`config.mk`:
```
export PLATFORM = sky130hd
export DESIGN_NAME = ecph_port
export DESIGN_NICKNAME = d
export VERILOG_FILES = /design/src/design/ecph_fifo.v /design/src/design/ecph_port.v
export VERILOG_INCLUDE_DIRS = /design/src /design/src/pkg
export SDC_FILE = /design/constraint.sdc
export NUM_CORES = 1
export LEC_CHECK = 0
export BUFFER_PORTS_ARGS = -buffer_cell sky130_fd_sc_hd__buf_2
export CAP_MARGIN = 20
export CORE_UTILIZATION = 55
export CTS_BUF_LIST = sky130_fd_sc_hd__clkbuf_4
export CTS_CLUSTER_DIAMETER = 200
export CTS_CLUSTER_SIZE = 16
export DETAILED_ROUTE_END_ITERATION = 6
export PLACE_DENSITY = 0.72
export SKIP_CTS_REPAIR_TIMING = 1
export SYNTH_ARGS = -nofsm -noshare
export SYNTH_HDL_FRONTEND = slang
export SYNTH_HIERARCHICAL = 1
export SYNTH_SLANG_ARGS = --single-unit
```
`constraint.sdc`:
```
create_clock -name i_clk -period 3.45 [get_ports i_clk]
set_input_delay 1.035 -clock i_clk [delete_from_list [all_inputs] [get_ports i_clk]]
set_output_delay 1.035 -clock i_clk [all_outputs]
set_load 0.02 [all_outputs]
```
`src/pkg/ecph_defs.vh`:
```
// Constants shared by the parallel port direction and handshake block.
`ifndef ECPH_DEFS_VH
`define ECPH_DEFS_VH
// Control word field positions.
`define ECPH_CTL_DIR_BIT      0
`define ECPH_CTL_ECP_BIT      1
`define ECPH_CTL_ADDR_BIT     2
`define ECPH_CTL_WIDTH        3
`define ECPH_CTL_RESET        3'h0
// Status word field positions.
`define ECPH_ST_REQ_BIT       0
`define ECPH_ST_GRANT_BIT     1
`define ECPH_ST_BUSY_BIT      2
`define ECPH_ST_WIDTH         3
// Configuration interval after reset release, in ns, and its cycle count at 100 MHz.
`define ECPH_CFG_NS           200
`define ECPH_CLK_NS           10
`define ECPH_CFG_CYC          ((`ECPH_CFG_NS + `ECPH_CLK_NS - 1) / `ECPH_CLK_NS)
`define ECPH_STRAP_W          8
`define ECPH_FIFO_DEPTH       32
`endif

```
`src/design/ecph_fifo.v`:
```
// Parameterised synchronous FIFO with valid and ready on both sides.
`timescale 1ns/1ps
module ecph_fifo #(
  parameter WIDTH = 9,
  parameter DEPTH = 32,
  parameter AW    = 5
) (
  input  wire             i_clk,
  input  wire             i_rstn,
  input  wire             i_valid,
  output wire             o_ready,
  input  wire [WIDTH-1:0] i_data,
  output wire             o_valid,
  input  wire             i_ready,
  output wire [WIDTH-1:0] o_data
);
  reg [WIDTH-1:0] mem [0:DEPTH-1];
  reg [AW-1:0]    wp_q;
  reg [AW-1:0]    rp_q;
  reg [AW:0]      cnt_q;
  wire            wr;
  wire            rd;

  // Full and empty come straight from the occupancy count.
  assign o_ready = (cnt_q != DEPTH[AW:0]);
  assign o_valid = (cnt_q != {(AW+1){1'b0}});
  assign wr      = i_valid && o_ready;
  assign rd      = o_valid && i_ready;
  assign o_data  = mem[rp_q];

  // Storage has no reset; only the pointers and the count need a defined value.
  always @(posedge i_clk) begin
    if (wr) begin
      mem[wp_q] <= i_data;
    end
  end

  // Pointer and count upkeep.
  always @(posedge i_clk or negedge i_rstn) begin
    if (!i_rstn) begin
      wp_q  <= {AW{1'b0}};
      rp_q  <= {AW{1'b0}};
      cnt_q <= {(AW+1){1'b0}};
    end else begin
      if (wr) begin
        wp_q <= (wp_q == DEPTH[AW-1:0] - 1'b1) ? {AW{1'b0}} : wp_q + 1'b1;
      end
      if (rd) begin
        rp_q <= (rp_q == DEPTH[AW-1:0] - 1'b1) ? {AW{1'b0}} : rp_q + 1'b1;
      end
      if (wr && !rd) begin
        cnt_q <= cnt_q + 1'b1;
      end else if (rd && !wr) begin
        cnt_q <= cnt_q - 1'b1;
      end
    end
  end
endmodule // ecph_fifo

```
`src/design/ecph_port.v`:
```
// Extended-capabilities parallel port direction control and byte handshake.
//
// Operation
// - Direction-select pin follows a control bit: asserted reverse, negated forward.
// - Reverse: assert host ack to ask for a byte, drop it on peripheral strobe.
// - Forward: host ack low marks address or run-length byte, high marks data.
// - Whichever party sends drives the single 8-bit bidirectional data bus.
// - Mode indicator stays negated while the control word selects extended mode.
// - In reset strobes, mode indicator, DMA request float; direction negated (high), data low.
// - Strapping inputs are captured through hard reset and the configuration interval as the hardware configuration.
// - Direction/game pin is an input during configuration, then driven high.
// - Forward latch strobe drops on peripheral ack, reasserts only after ack clears.
`timescale 1ns/1ps
`include "ecph_defs.vh"
module ecph_port #(
  parameter STRAP_W = `ECPH_STRAP_W,
  parameter DEPTH   = `ECPH_FIFO_DEPTH,
  parameter AW      = 5
) (
  input  wire                       i_clk,
  input  wire                       i_rstn,
  input  wire [`ECPH_CTL_WIDTH-1:0] i_port_control_reg,
  output reg  [`ECPH_ST_WIDTH-1:0]  o_port_status_reg,
  input  wire                       i_tx_valid,
  output wire                       o_tx_ready,
  input  wire [7:0]                 i_tx_data,
  input  wire                       i_tx_is_addr,
  output wire                       o_rx_valid,
  input  wire                       i_rx_ready,
  output wire [7:0]                 o_rx_data,
  output wire                       o_rx_is_rle,
  input  wire [STRAP_W-1:0]         i_strap,
  output reg  [STRAP_W-1:0]         o_hw_config,
  output wire                       o_config_done,
  input  wire [7:0]                 i_port_data_bus,
  output wire [7:0]                 o_port_data_bus,
  output wire                       o_port_data_bus_oe,
  output wire                       o_forward_latch_strobe_n,
  output wire                       o_forward_latch_strobe_oe,
  output wire                       o_host_ack_line_n,
  output wire                       o_host_ack_line_oe,
  output wire                       o_mode_indicator_line_n,
  output wire                       o_mode_indicator_line_oe,
  output wire                       o_port_dma_request,
  output wire                       o_port_dma_request_oe,
  output wire                       o_direction_select_n,
  input  wire                       i_port_dir_or_game_select,
  output wire                       o_port_dir_or_game_select,
  output wire                       o_port_dir_or_game_select_oe,
  input  wire                       i_peripheral_acknowledge,
  input  wire                       i_reverse_data_valid_strobe_n,
  input  wire                       i_reverse_transfer_request_n,
  input  wire                       i_ack_reverse_line
);
  localparam ST_IDLE   = 3'h0;
  localparam ST_FSTRB  = 3'h1;
  localparam ST_FWAIT  = 3'h2;
  localparam ST_RASK   = 3'h3;
  localparam ST_RHOLD  = 3'h4;
  localparam integer CFG_CYC_I = `ECPH_CFG_CYC;
  localparam [7:0]   CFG_CYC   = CFG_CYC_I[7:0];

  reg  [2:0]         st_q;
  reg  [2:0]         st_d;
  reg  [7:0]         pd_q;
  reg                addr_q;
  reg                live_q;
  reg  [7:0]         cfg_cnt_q;
  reg                cfg_done_q;
  reg  [3:0]         s1_q;
  reg  [3:0]         s2_q;
  wire [3:0]         raw;
  wire               ack_s;
  wire               clk_n_s;
  wire               req_n_s;
  wire               grant_s;
  wire               rev_sel;
  wire               ecp_on;
  wire               tx_v;
  wire               tx_take;
  wire [8:0]         tx_q;
  wire               rx_wr;
  wire               rx_rdy;

  // The four peripheral handshake inputs are asynchronous to i_clk, so each goes through two flops; the data bus is not synchronised.
  assign raw = {i_ack_reverse_line, i_reverse_transfer_request_n,
                i_reverse_data_valid_strobe_n, i_peripheral_acknowledge};
  genvar g;
  generate
    for (g = 0; g < 4; g = g + 1) begin : g_sync
      always @(posedge i_clk or negedge i_rstn) begin
        if (!i_rstn) begin
          s1_q[g] <= 1'b1;
          s2_q[g] <= 1'b1;
        end else begin
          s1_q[g] <= raw[g];
          s2_q[g] <= s1_q[g];
        end
      end
    end
  endgenerate
  assign ack_s   = s2_q[0];
  assign clk_n_s = s2_q[1];
  assign req_n_s = s2_q[2];
  assign grant_s = s2_q[3];

  assign rev_sel = i_port_control_reg[`ECPH_CTL_DIR_BIT];
  assign ecp_on  = i_port_control_reg[`ECPH_CTL_ECP_BIT];

  // Status word shows live synchronised peripheral levels and the engine's busy state.
  always @(posedge i_clk or negedge i_rstn) begin
    if (!i_rstn) begin
      o_port_status_reg <= {`ECPH_ST_WIDTH{1'b0}};
    end else begin
      o_port_status_reg[`ECPH_ST_REQ_BIT]   <= ~req_n_s;
      o_port_status_reg[`ECPH_ST_GRANT_BIT] <= grant_s;
      o_port_status_reg[`ECPH_ST_BUSY_BIT]  <= (st_q != ST_IDLE);
    end
  end

  // Strap capture runs while reset is held and until the configuration interval ends; the captured register itself has no async reset.
  always @(posedge i_clk) begin
    if (!cfg_done_q) begin
      o_hw_config <= i_strap;
    end
  end

  // Configuration interval timer after reset release.
  always @(posedge i_clk or negedge i_rstn) begin
    if (!i_rstn) begin
      cfg_cnt_q  <= 8'h00;
      cfg_done_q <= 1'b0;
    end else if (!cfg_done_q) begin
      cfg_cnt_q <= cfg_cnt_q + 8'h01;
      if (cfg_cnt_q == CFG_CYC - 8'h01) begin
        cfg_done_q <= 1'b1;
      end
    end
  end
  assign o_config_done                 = cfg_done_q;
  assign o_port_dir_or_game_select     = 1'b1;
  assign o_port_dir_or_game_select_oe  = cfg_done_q;

  // Outbound bytes queue here so the source is stalled by the slow cable only when the queue is full.
  ecph_fifo #(.WIDTH(9), .DEPTH(DEPTH), .AW(AW)) u_tx_fifo (
    .i_clk   (i_clk),
    .i_rstn  (i_rstn),
    .i_valid (i_tx_valid),
    .o_ready (o_tx_ready),
    .i_data  ({i_tx_is_addr, i_tx_data}),
    .o_valid (tx_v),
    .i_ready (tx_take),
    .o_data  (tx_q)
  );

  // Inbound bytes queue here; a full queue holds off the next host-ack request.
  ecph_fifo #(.WIDTH(9), .DEPTH(DEPTH), .AW(AW)) u_rx_fifo (
    .i_clk   (i_clk),
    .i_rstn  (i_rstn),
    .i_valid (rx_wr),
    .o_ready (rx_rdy),
    .i_data  ({ack_s, i_port_data_bus}),
    .o_valid (o_rx_valid),
    .i_ready (i_rx_ready),
    .o_data  ({o_rx_is_rle, o_rx_data})
  );

  assign tx_take = (st_q == ST_IDLE) && ecp_on && !rev_sel && tx_v && !ack_s;
  // Data bus is sampled on the synchronised strobe; it was stable two cycles before.
  assign rx_wr   = (st_q == ST_RASK) && !clk_n_s;

  // Byte handshake engine for both directions.
  always @* begin
    st_d = st_q;
    case (st_q)
      ST_IDLE: begin
        if (!ecp_on || !cfg_done_q) begin
          st_d = ST_IDLE;
        end else if (rev_sel) begin
          if (rx_rdy && clk_n_s && !grant_s) begin
            st_d = ST_RASK;
          end
        end else if (tx_take) begin
          st_d = ST_FSTRB;
        end
      end
      ST_FSTRB: begin
        if (ack_s) begin
          st_d = ST_FWAIT;
        end
      end
      ST_FWAIT: begin
        if (!ack_s) begin
          st_d = ST_IDLE;
        end
      end
      ST_RASK: begin
        if (!clk_n_s) begin
          st_d = ST_RHOLD;
        end
      end
      ST_RHOLD: begin
        if (clk_n_s) begin
          st_d = ST_IDLE;
        end
      end
      default: begin
        st_d = ST_IDLE;
      end
    endcase
  end

  // State, outgoing byte and its address qualifier.
  always @(posedge i_clk or negedge i_rstn) begin
    if (!i_rstn) begin
      st_q   <= ST_IDLE;
      pd_q   <= 8'h00;
      addr_q <= 1'b0;
      live_q <= 1'b0;
    end else begin
      st_q   <= st_d;
      live_q <= cfg_done_q;
      if (tx_take) begin
        pd_q   <= tx_q[7:0];
        addr_q <= tx_q[8];
      end
    end
  end

  // Data bus is driven low in reset and with the outgoing byte while forward; released in reverse.
  assign o_port_data_bus    = pd_q;
  assign o_port_data_bus_oe = !(live_q && rev_sel);

  // Strobes float during reset and come alive with the port afterwards.
  assign o_forward_latch_strobe_n  = !(st_q == ST_FSTRB);
  assign o_forward_latch_strobe_oe = live_q;
  assign o_host_ack_line_n         = rev_sel ? !(st_q == ST_RASK) : !addr_q;
  assign o_host_ack_line_oe        = live_q;
  assign o_mode_indicator_line_n   = !(live_q && !ecp_on) ? 1'b1 : 1'b0;
  assign o_mode_indicator_line_oe  = live_q;
  assign o_port_dma_request        = 1'b0;
  assign o_port_dma_request_oe     = live_q;
  assign o_direction_select_n      = !(live_q && rev_sel);
endmodule // ecph_port

```
After elaboration in Yosys (flattened, before gate mapping)
Memories as Yosys holds them, arrays and structs flattened. A register that Yosys moved wholly into a read port is not among the register bits.
Cells that the tools add are included.
{ "word_totals": {"output_inout_bits": 43, "regBits": 64, "romBits": 0, "in_bits": 37, "memories": 2, "ram_bits": 576, "latch_bits": 0} }
{ "classes": {"shift": 0, "n_addsub": 9, "bitwise_logic": 1, "mux": 25, "eq_ne": 17, "n_div": 0, "n_mul": 0, "magnitude_cmp": 0, "n_reduce_logical": 40} }
{ "mem_list": {"columns": ["name", "depth", "word_bits", "rd", "rd_ports_with_merged_regs", "wr", "line", "text"], "rows": [
  ["u_rx_fifo.mem", 32, 9, 1, 0, 1, "ecph_fifo.v:17", "reg [WIDTH-1:0] mem [0:DEPTH-1];"],
  ["u_tx_fifo.mem", 32, 9, 1, 1, 1, "ecph_fifo.v:17", null]
]} }
{ "op_table": {"columns": ["cell", "count"], "rows": [
  ["2-to-1 mux 3 bit", 8],
  ["2-to-1 mux 6 bit", 4],
  ["adder 5 x 1 -> 5 bit (second input constant)", 4],
  ["== test 5 bit (second input constant)", 4],
  ["2-to-1 mux 5 bit", 4],
  ["logical AND 1 bit", 17],
  ["logical NOT 1 bit", 15],
  ["case mux 3 bit (5 select lines)", 1],
  ["adder 6 x 1 -> 6 bit (second input constant)", 2],
  ["inequality test 6 bit (second input constant)", 2],
  ["nonzero test 6 bit", 2],
  ["subtractor 6 x 1 -> 6 bit (second input constant)", 2],
  ["adder 8 x 1 -> 8 bit (second input constant)", 1],
  ["== test 8 x 5 -> 1 bit (second input constant)", 1],
  ["2-to-1 mux 1 bit", 8],
  ["inequality test 2 bit (second input constant)", 4],
  ["inequality test 4 x 2 -> 1 bit (second input constant)", 2],
  ["== test 3 x 2 -> 1 bit (second input constant)", 2],
  ["AND reduction 6 bit", 1],
  ["nonzero test 2 bit", 2],
  ["== test 3 x 1 -> 1 bit (second input constant)", 1],
  ["== test 3 bit (second input constant)", 1],
  ["logical NOT 3 bit", 1],
  ["nonzero test 3 bit", 1],
  ["2 further kinds", 2]
]} }

Depth between registers and ports, before layout
{ "logic_depth": {"ltp_word": 9, "depth_mapped": 14} }

Hierarchy
Netlist, hierarchy kept.
{ "modules_own_cells": {"columns": ["module", "seq_area_each_um2", "instances", "cells_each", "area_each_um2"], "rows": [
  ["ecph_fifo (u_tx_fifo)", 9048.7, 1, 630, 12243.0],
  ["ecph_fifo (u_rx_fifo)", 9048.7, 1, 670, 12208.0],
  ["ecph_port", 1076.0, 1, 113, 1619.1]
]} }

Worst setup path after synthesis
OpenSTA, ideal clock, no wires.
{ "synth_path": {"path_type": "register to register", "start": "register u_tx_fifo.cnt_q[1]", "end": "register u_tx_fifo.cnt_q[5]", "period_less_slack_ns": 3.028, "path_stages_with_launch": 14, "arrival_time_ns": 2.906, "path_buffers": 0, "slack_ns": 0.422, "setup_time_ns": 0.122, "path_cell_list": "dfrtp_1 -> or4_4 -> nor2_1 -> nand2_1 -> nor3b_2 -> nand3_4 -> inv_1 -> o31ai_4 -> ha_1 -> inv_1 -> ha_1 -> or4_1 -> a21oi_1 -> nor3_1"} }
{ "synth_between": {"elab_chain_cells": 7, "word_cells_on_any_way": 15} }
{ "synth_lines": {"columns": ["element", "line", "text"], "rows": [
  ["start, declared", "ecph_fifo.v:20", "reg [AW:0] cnt_q;"],
  ["start signal, assigned", "ecph_fifo.v:43", "cnt_q <= {(AW+1){1'b0}};"],
  ["start signal, assigned", "ecph_fifo.v:52", "cnt_q <= cnt_q + 1'b1;"],
  ["start signal, assigned", "ecph_fifo.v:54", "cnt_q <= cnt_q - 1'b1;"],
  ["nonzero test 6 bit *", "ecph_fifo.v:26", "assign o_valid = (cnt_q != {(AW+1){1'b0}});"],
  ["net tx_v", "ecph_port.v:79", "wire tx_v;"],
  ["logical AND 1 bit * (2 in series)", "ecph_port.v:168", "assign tx_take = (st_q == ST_IDLE) && ecp_on && !rev_sel && tx_v && !ack_s;"],
  ["net tx_take", "ecph_port.v:80", "wire tx_take;"],
  ["logical AND 1 bit *", "ecph_fifo.v:28", "assign rd = o_valid && i_ready;"],
  ["logical NOT 1 bit", "ecph_fifo.v:51", "if (wr && !rd) begin"],
  ["logical AND 1 bit", "ecph_fifo.v:51", null],
  ["2-to-1 mux 6 bit / nonzero test 2 bit (equally long branches)", null, null]
]} }
The timed path passes the listed nets; every way through them passes the cells marked *. The select of a mux whose other input is x is not followed.
A chain may end at the register's enable or synchronous reset.

Final worst setup path
{ "layout_path": {"start": "register u_rx_fifo.rp_q[0]", "end": "output o_rx_data[2]"} }
{ "layout_between": {"elab_chain_cells": 1} }
{ "layout_lines": {"columns": ["element", "line", "text"], "rows": [
  ["start, declared", "ecph_fifo.v:19", "reg [AW-1:0] rp_q;"],
  ["start signal, assigned", "ecph_fifo.v:42", "rp_q <= {AW{1'b0}};"],
  ["start signal, assigned", "ecph_fifo.v:49", "rp_q <= (rp_q == DEPTH[AW-1:0] - 1'b1) ? {AW{1'b0}} : rp_q + 1'b1;"],
  ["memory read (32 x 9 bit)", null, null],
  ["end, declared", "ecph_port.v:30", "output wire [7:0] o_rx_data,"]
]} }
No other way between the ends.

==> summary.txt <==
Outcome
  – Status: complete, but fails checks
  – Failing checks: design-rule violations, negative setup slack

Flow run
  – Max Cap Violations: 0

Synth
  – Register area share after synthesis: 0.7355
  – Syn_nets: 1,479
  – Synth warn: 6
  – Mapped Area: 0.02607 mm²
  – Asr flop ratio synth: 0.1002
  – Syn Inst Count: 1,413
  – Avg Cell Area, Syn: 18.45 µm²
  – Post-synthesis register bit count: 649
  – Main synth FF type: edfxtp_1
  – EDFF count, synth: 584
  – Synth unique cells: 66

Placed design
  – Hpwl dp: 32,150 µm
  – Setup Slack @ Placement: 0.04805 ns
  – I/O Buffers: 75
  – Dpl cell area: 0.02758 mm²
  – Routability congestion estimate: 0.8197

Power
  – Worst VDD drop: 0.0004560 V
  – Pleak: 9.767 nW
  – PD cells: 685.2 mW/mm²

Clock tree
  – CTS max path bufs: 3
  – H-tree level count: 2
  – Clk pin slew, worst setup/hold paths: 0.17 ns
  – CTS Root Cell: clkbuf_4
  – Clock Latency Late Sink: 0.88 ns
  – TritonCTS Buffers: 46
  – Clk sinks: 649
  – CTS tree: done

Detailed routing
  – DR vias/cell: 6.054
  – Vias post-DR: 13.45k
  – DR iter-0 viols: 1,262
  – # DRC: 8
  – ANT nets after route: 0
  – First drt pass iteration count: 7
  – Overall routed net length: 52,910 µm
  – Avg WL per Cell: 23.81 µm

STA
  – Final hold vios: 0
  – Setup ws final: -0.5025 ns
  – Final setup violation count: 9
  – Period minus WS final: 3.953 ns
  – Final count of pins violating max slew: 0
  – Worst slew margin: 0.3569
  – Slew @ Worst Pin: 0.9647 ns
  – Period utilisation layout: 1.146
  – FMAX: 0.2530 GHz
  – Clock skew: 0.04956 ns
  – RSZ-0062 raised after global routing: true

Floorplan
  – FP Rows: 79
  – DIE HEIGHT: 219.7 µm
  – Initial core utilization: 0.5588
  – Die W: 219.7 µm
  – Core ar.: 0.04665 mm²
  – Die Area: 0.04827 mm²
  – IO Pins: 80

Final layout
  – Commonest cells after routing, fill and taps aside: edfxtp_1 (584), mux2i_1 (109), buf_4 (106)
  – Fin area: 0.02859 mm²
  – Most common cell after layout, fill and taps aside: edfxtp_1
  – Layout area overhead: 9.685%
  – Top Registers: u_rx_fifo/mem x288, u_tx_fifo/mem x288
  – Final net count: 1,644
  – Number of fillers in the final layout: 3,327
  – Layout cells sized above 1: 0.2627

Global route
  – Busiest layer in global routing: met2
  – GR Util All Layers: 0.2204
  – GR met1 Demand/Resource: 0.3033
  – Largest net degree at the start of global routing: 67
  – Met2 Use GR: 0.3710
  – Gr ovfl total: 0
  – Vias in the first global route: 13.25k
  – Met3 usage: 0.02774
  – Initial antenna violation count: 1
  – First-pass GRT wire length: 78,790 µm

Critical path
  – Crit-path max FO: 7
  – Worst Setup End Kind: output pin
  – CP Launch Type: flop
  – Crit path DAT: 2.92 ns
  – WP data required: 2.41 ns
  – Setup CP Type: flop to output pin

Hold path
  – HP Class: input pin to async pin
## cell usage after synthesis (11+ instances only)
master / instances / share of area
a21oi_1: 23 / 0.0044
a22o_1: 18 / 0.0060
a22oi_1: 46 / 0.013
buf_2: 18 / 0.0035
buf_4: 18 / 0.0052
clkbuf_1: 22 / 0.0032
dfrtp_1: 57 / 0.055
edfxtp_1: 584 / 0.67
ha_1: 27 / 0.013
inv_1: 21 / 0.0030
mux2_2: 15 / 0.0065
mux2i_1: 109 / 0.042
mux4_1: 12 / 0.012
mux4_2: 78 / 0.067
nand2_1: 43 / 0.0062
nand3_1: 38 / 0.0073
nand3b_1: 11 / 0.0032
nor2_1: 84 / 0.012
nor2b_1: 13 / 0.0031
o21ai_0: 20 / 0.0038
xnor2_1: 11 / 0.0037
## logic make-up (layout without fill, tap and decap cells)
family | Yosys count | in the layout | synth area share
AOI/OAI and AO/OA | 170 | 170 | 0.05035
muxes | 214 | 214 | 0.1278
buffers and inverters | 96 | 297 | 0.02035
adders and majority gates | 29 | 29 | 0.01449
DFF | 649 | 649 | 0.7355
and+or+nand+nor | 240 | 240 | 0.04689
xor gates and xnor gates | 13 | 13 | 0.004367
other | 2 | 3 | 0.0002881
## power by group
part	internal (W)	leakage, nW	switching [W]
Clock	0.00112	0.395	0.00228
Sequential	0.00900	6.02	0.000555
Combinational	0.00311	3.35	0.00353
Total	0.0132	9.77	0.00636
## worst paths after layout
check                                    startpoint            endpoint  slack, ns  cells past startpoint
max                               u_rx_fifo/rp_q[0]        o_rx_data[2]      -0.50                      7
min                                          i_rstn  u_rx_fifo/cnt_q[5]       0.21                      1
max in group asynchronous                    i_rstn             s1_q[3]       2.54                      2
min reg2reg                                 s1_q[0]               ack_s       0.37                      0
min in group i_clk         i_peripheral_acknowledge             s1_q[0]       0.27                      1
max reg2reg                      u_tx_fifo/cnt_q[0]  u_tx_fifo/cnt_q[4]       0.26                     14
## layout make-up
type | instances | area (µm²) | area share
Clock buffer | 80 | 600.6 | 0.02100
Clock inverter | 4 | 46.29 | 0.001619
Antenna cell | 1 | 2.502 | 0.00008751
Timing Repair Buffer | 190 | 1404 | 0.04909
Tap cell | 607 | 759.5 | 0.02656
Multi-Input combinational cell | 668 | 6514 | 0.2278
Sequential cell | 649 | 19180 | 0.6708
Inverter | 23 | 86.33 | 0.003019
## per-layer routing
layer / routed length, µm / vias to the layer above
li1: - / 6012
met1: 22330 / 7000
met2: 26960 / 369
met3: 2550 / 71
met4: 1071 / 0
met5: 0 / -
## worst max-delay path, cell delays in order (launching register included)
cell,delay (ns)
dfrtp_4,0.52
buf_12,0.16
buf_12,0.14
mux4_2,0.41
a22o_1,0.26
a221oi_2,0.24
nand3_1,0.19
buf_6,0.18
## metrics by stage
stage / cells / power, W / TNS, ns / hold slack, ns / util
finish: 2222 / 0.01959 / -4.272 / 0.2110 / 0.6129
global placement: 2123 / 0.01567 / 0 / 0.3492 / 0.5912
detailed placement: 2123 / 0.01581 / 0 / 0.3508 / 0.5912
CTS: 2207 / 0.01913 / -7.375 / 0.1489 / 0.6051
floorplan: 1413 / 0.01389 / 0 / 0.3452 / -
global route: 2222 / 0.02048 / -5.202 / 0.1992 / 0.6129
Power figures use the tool's default switching activity.
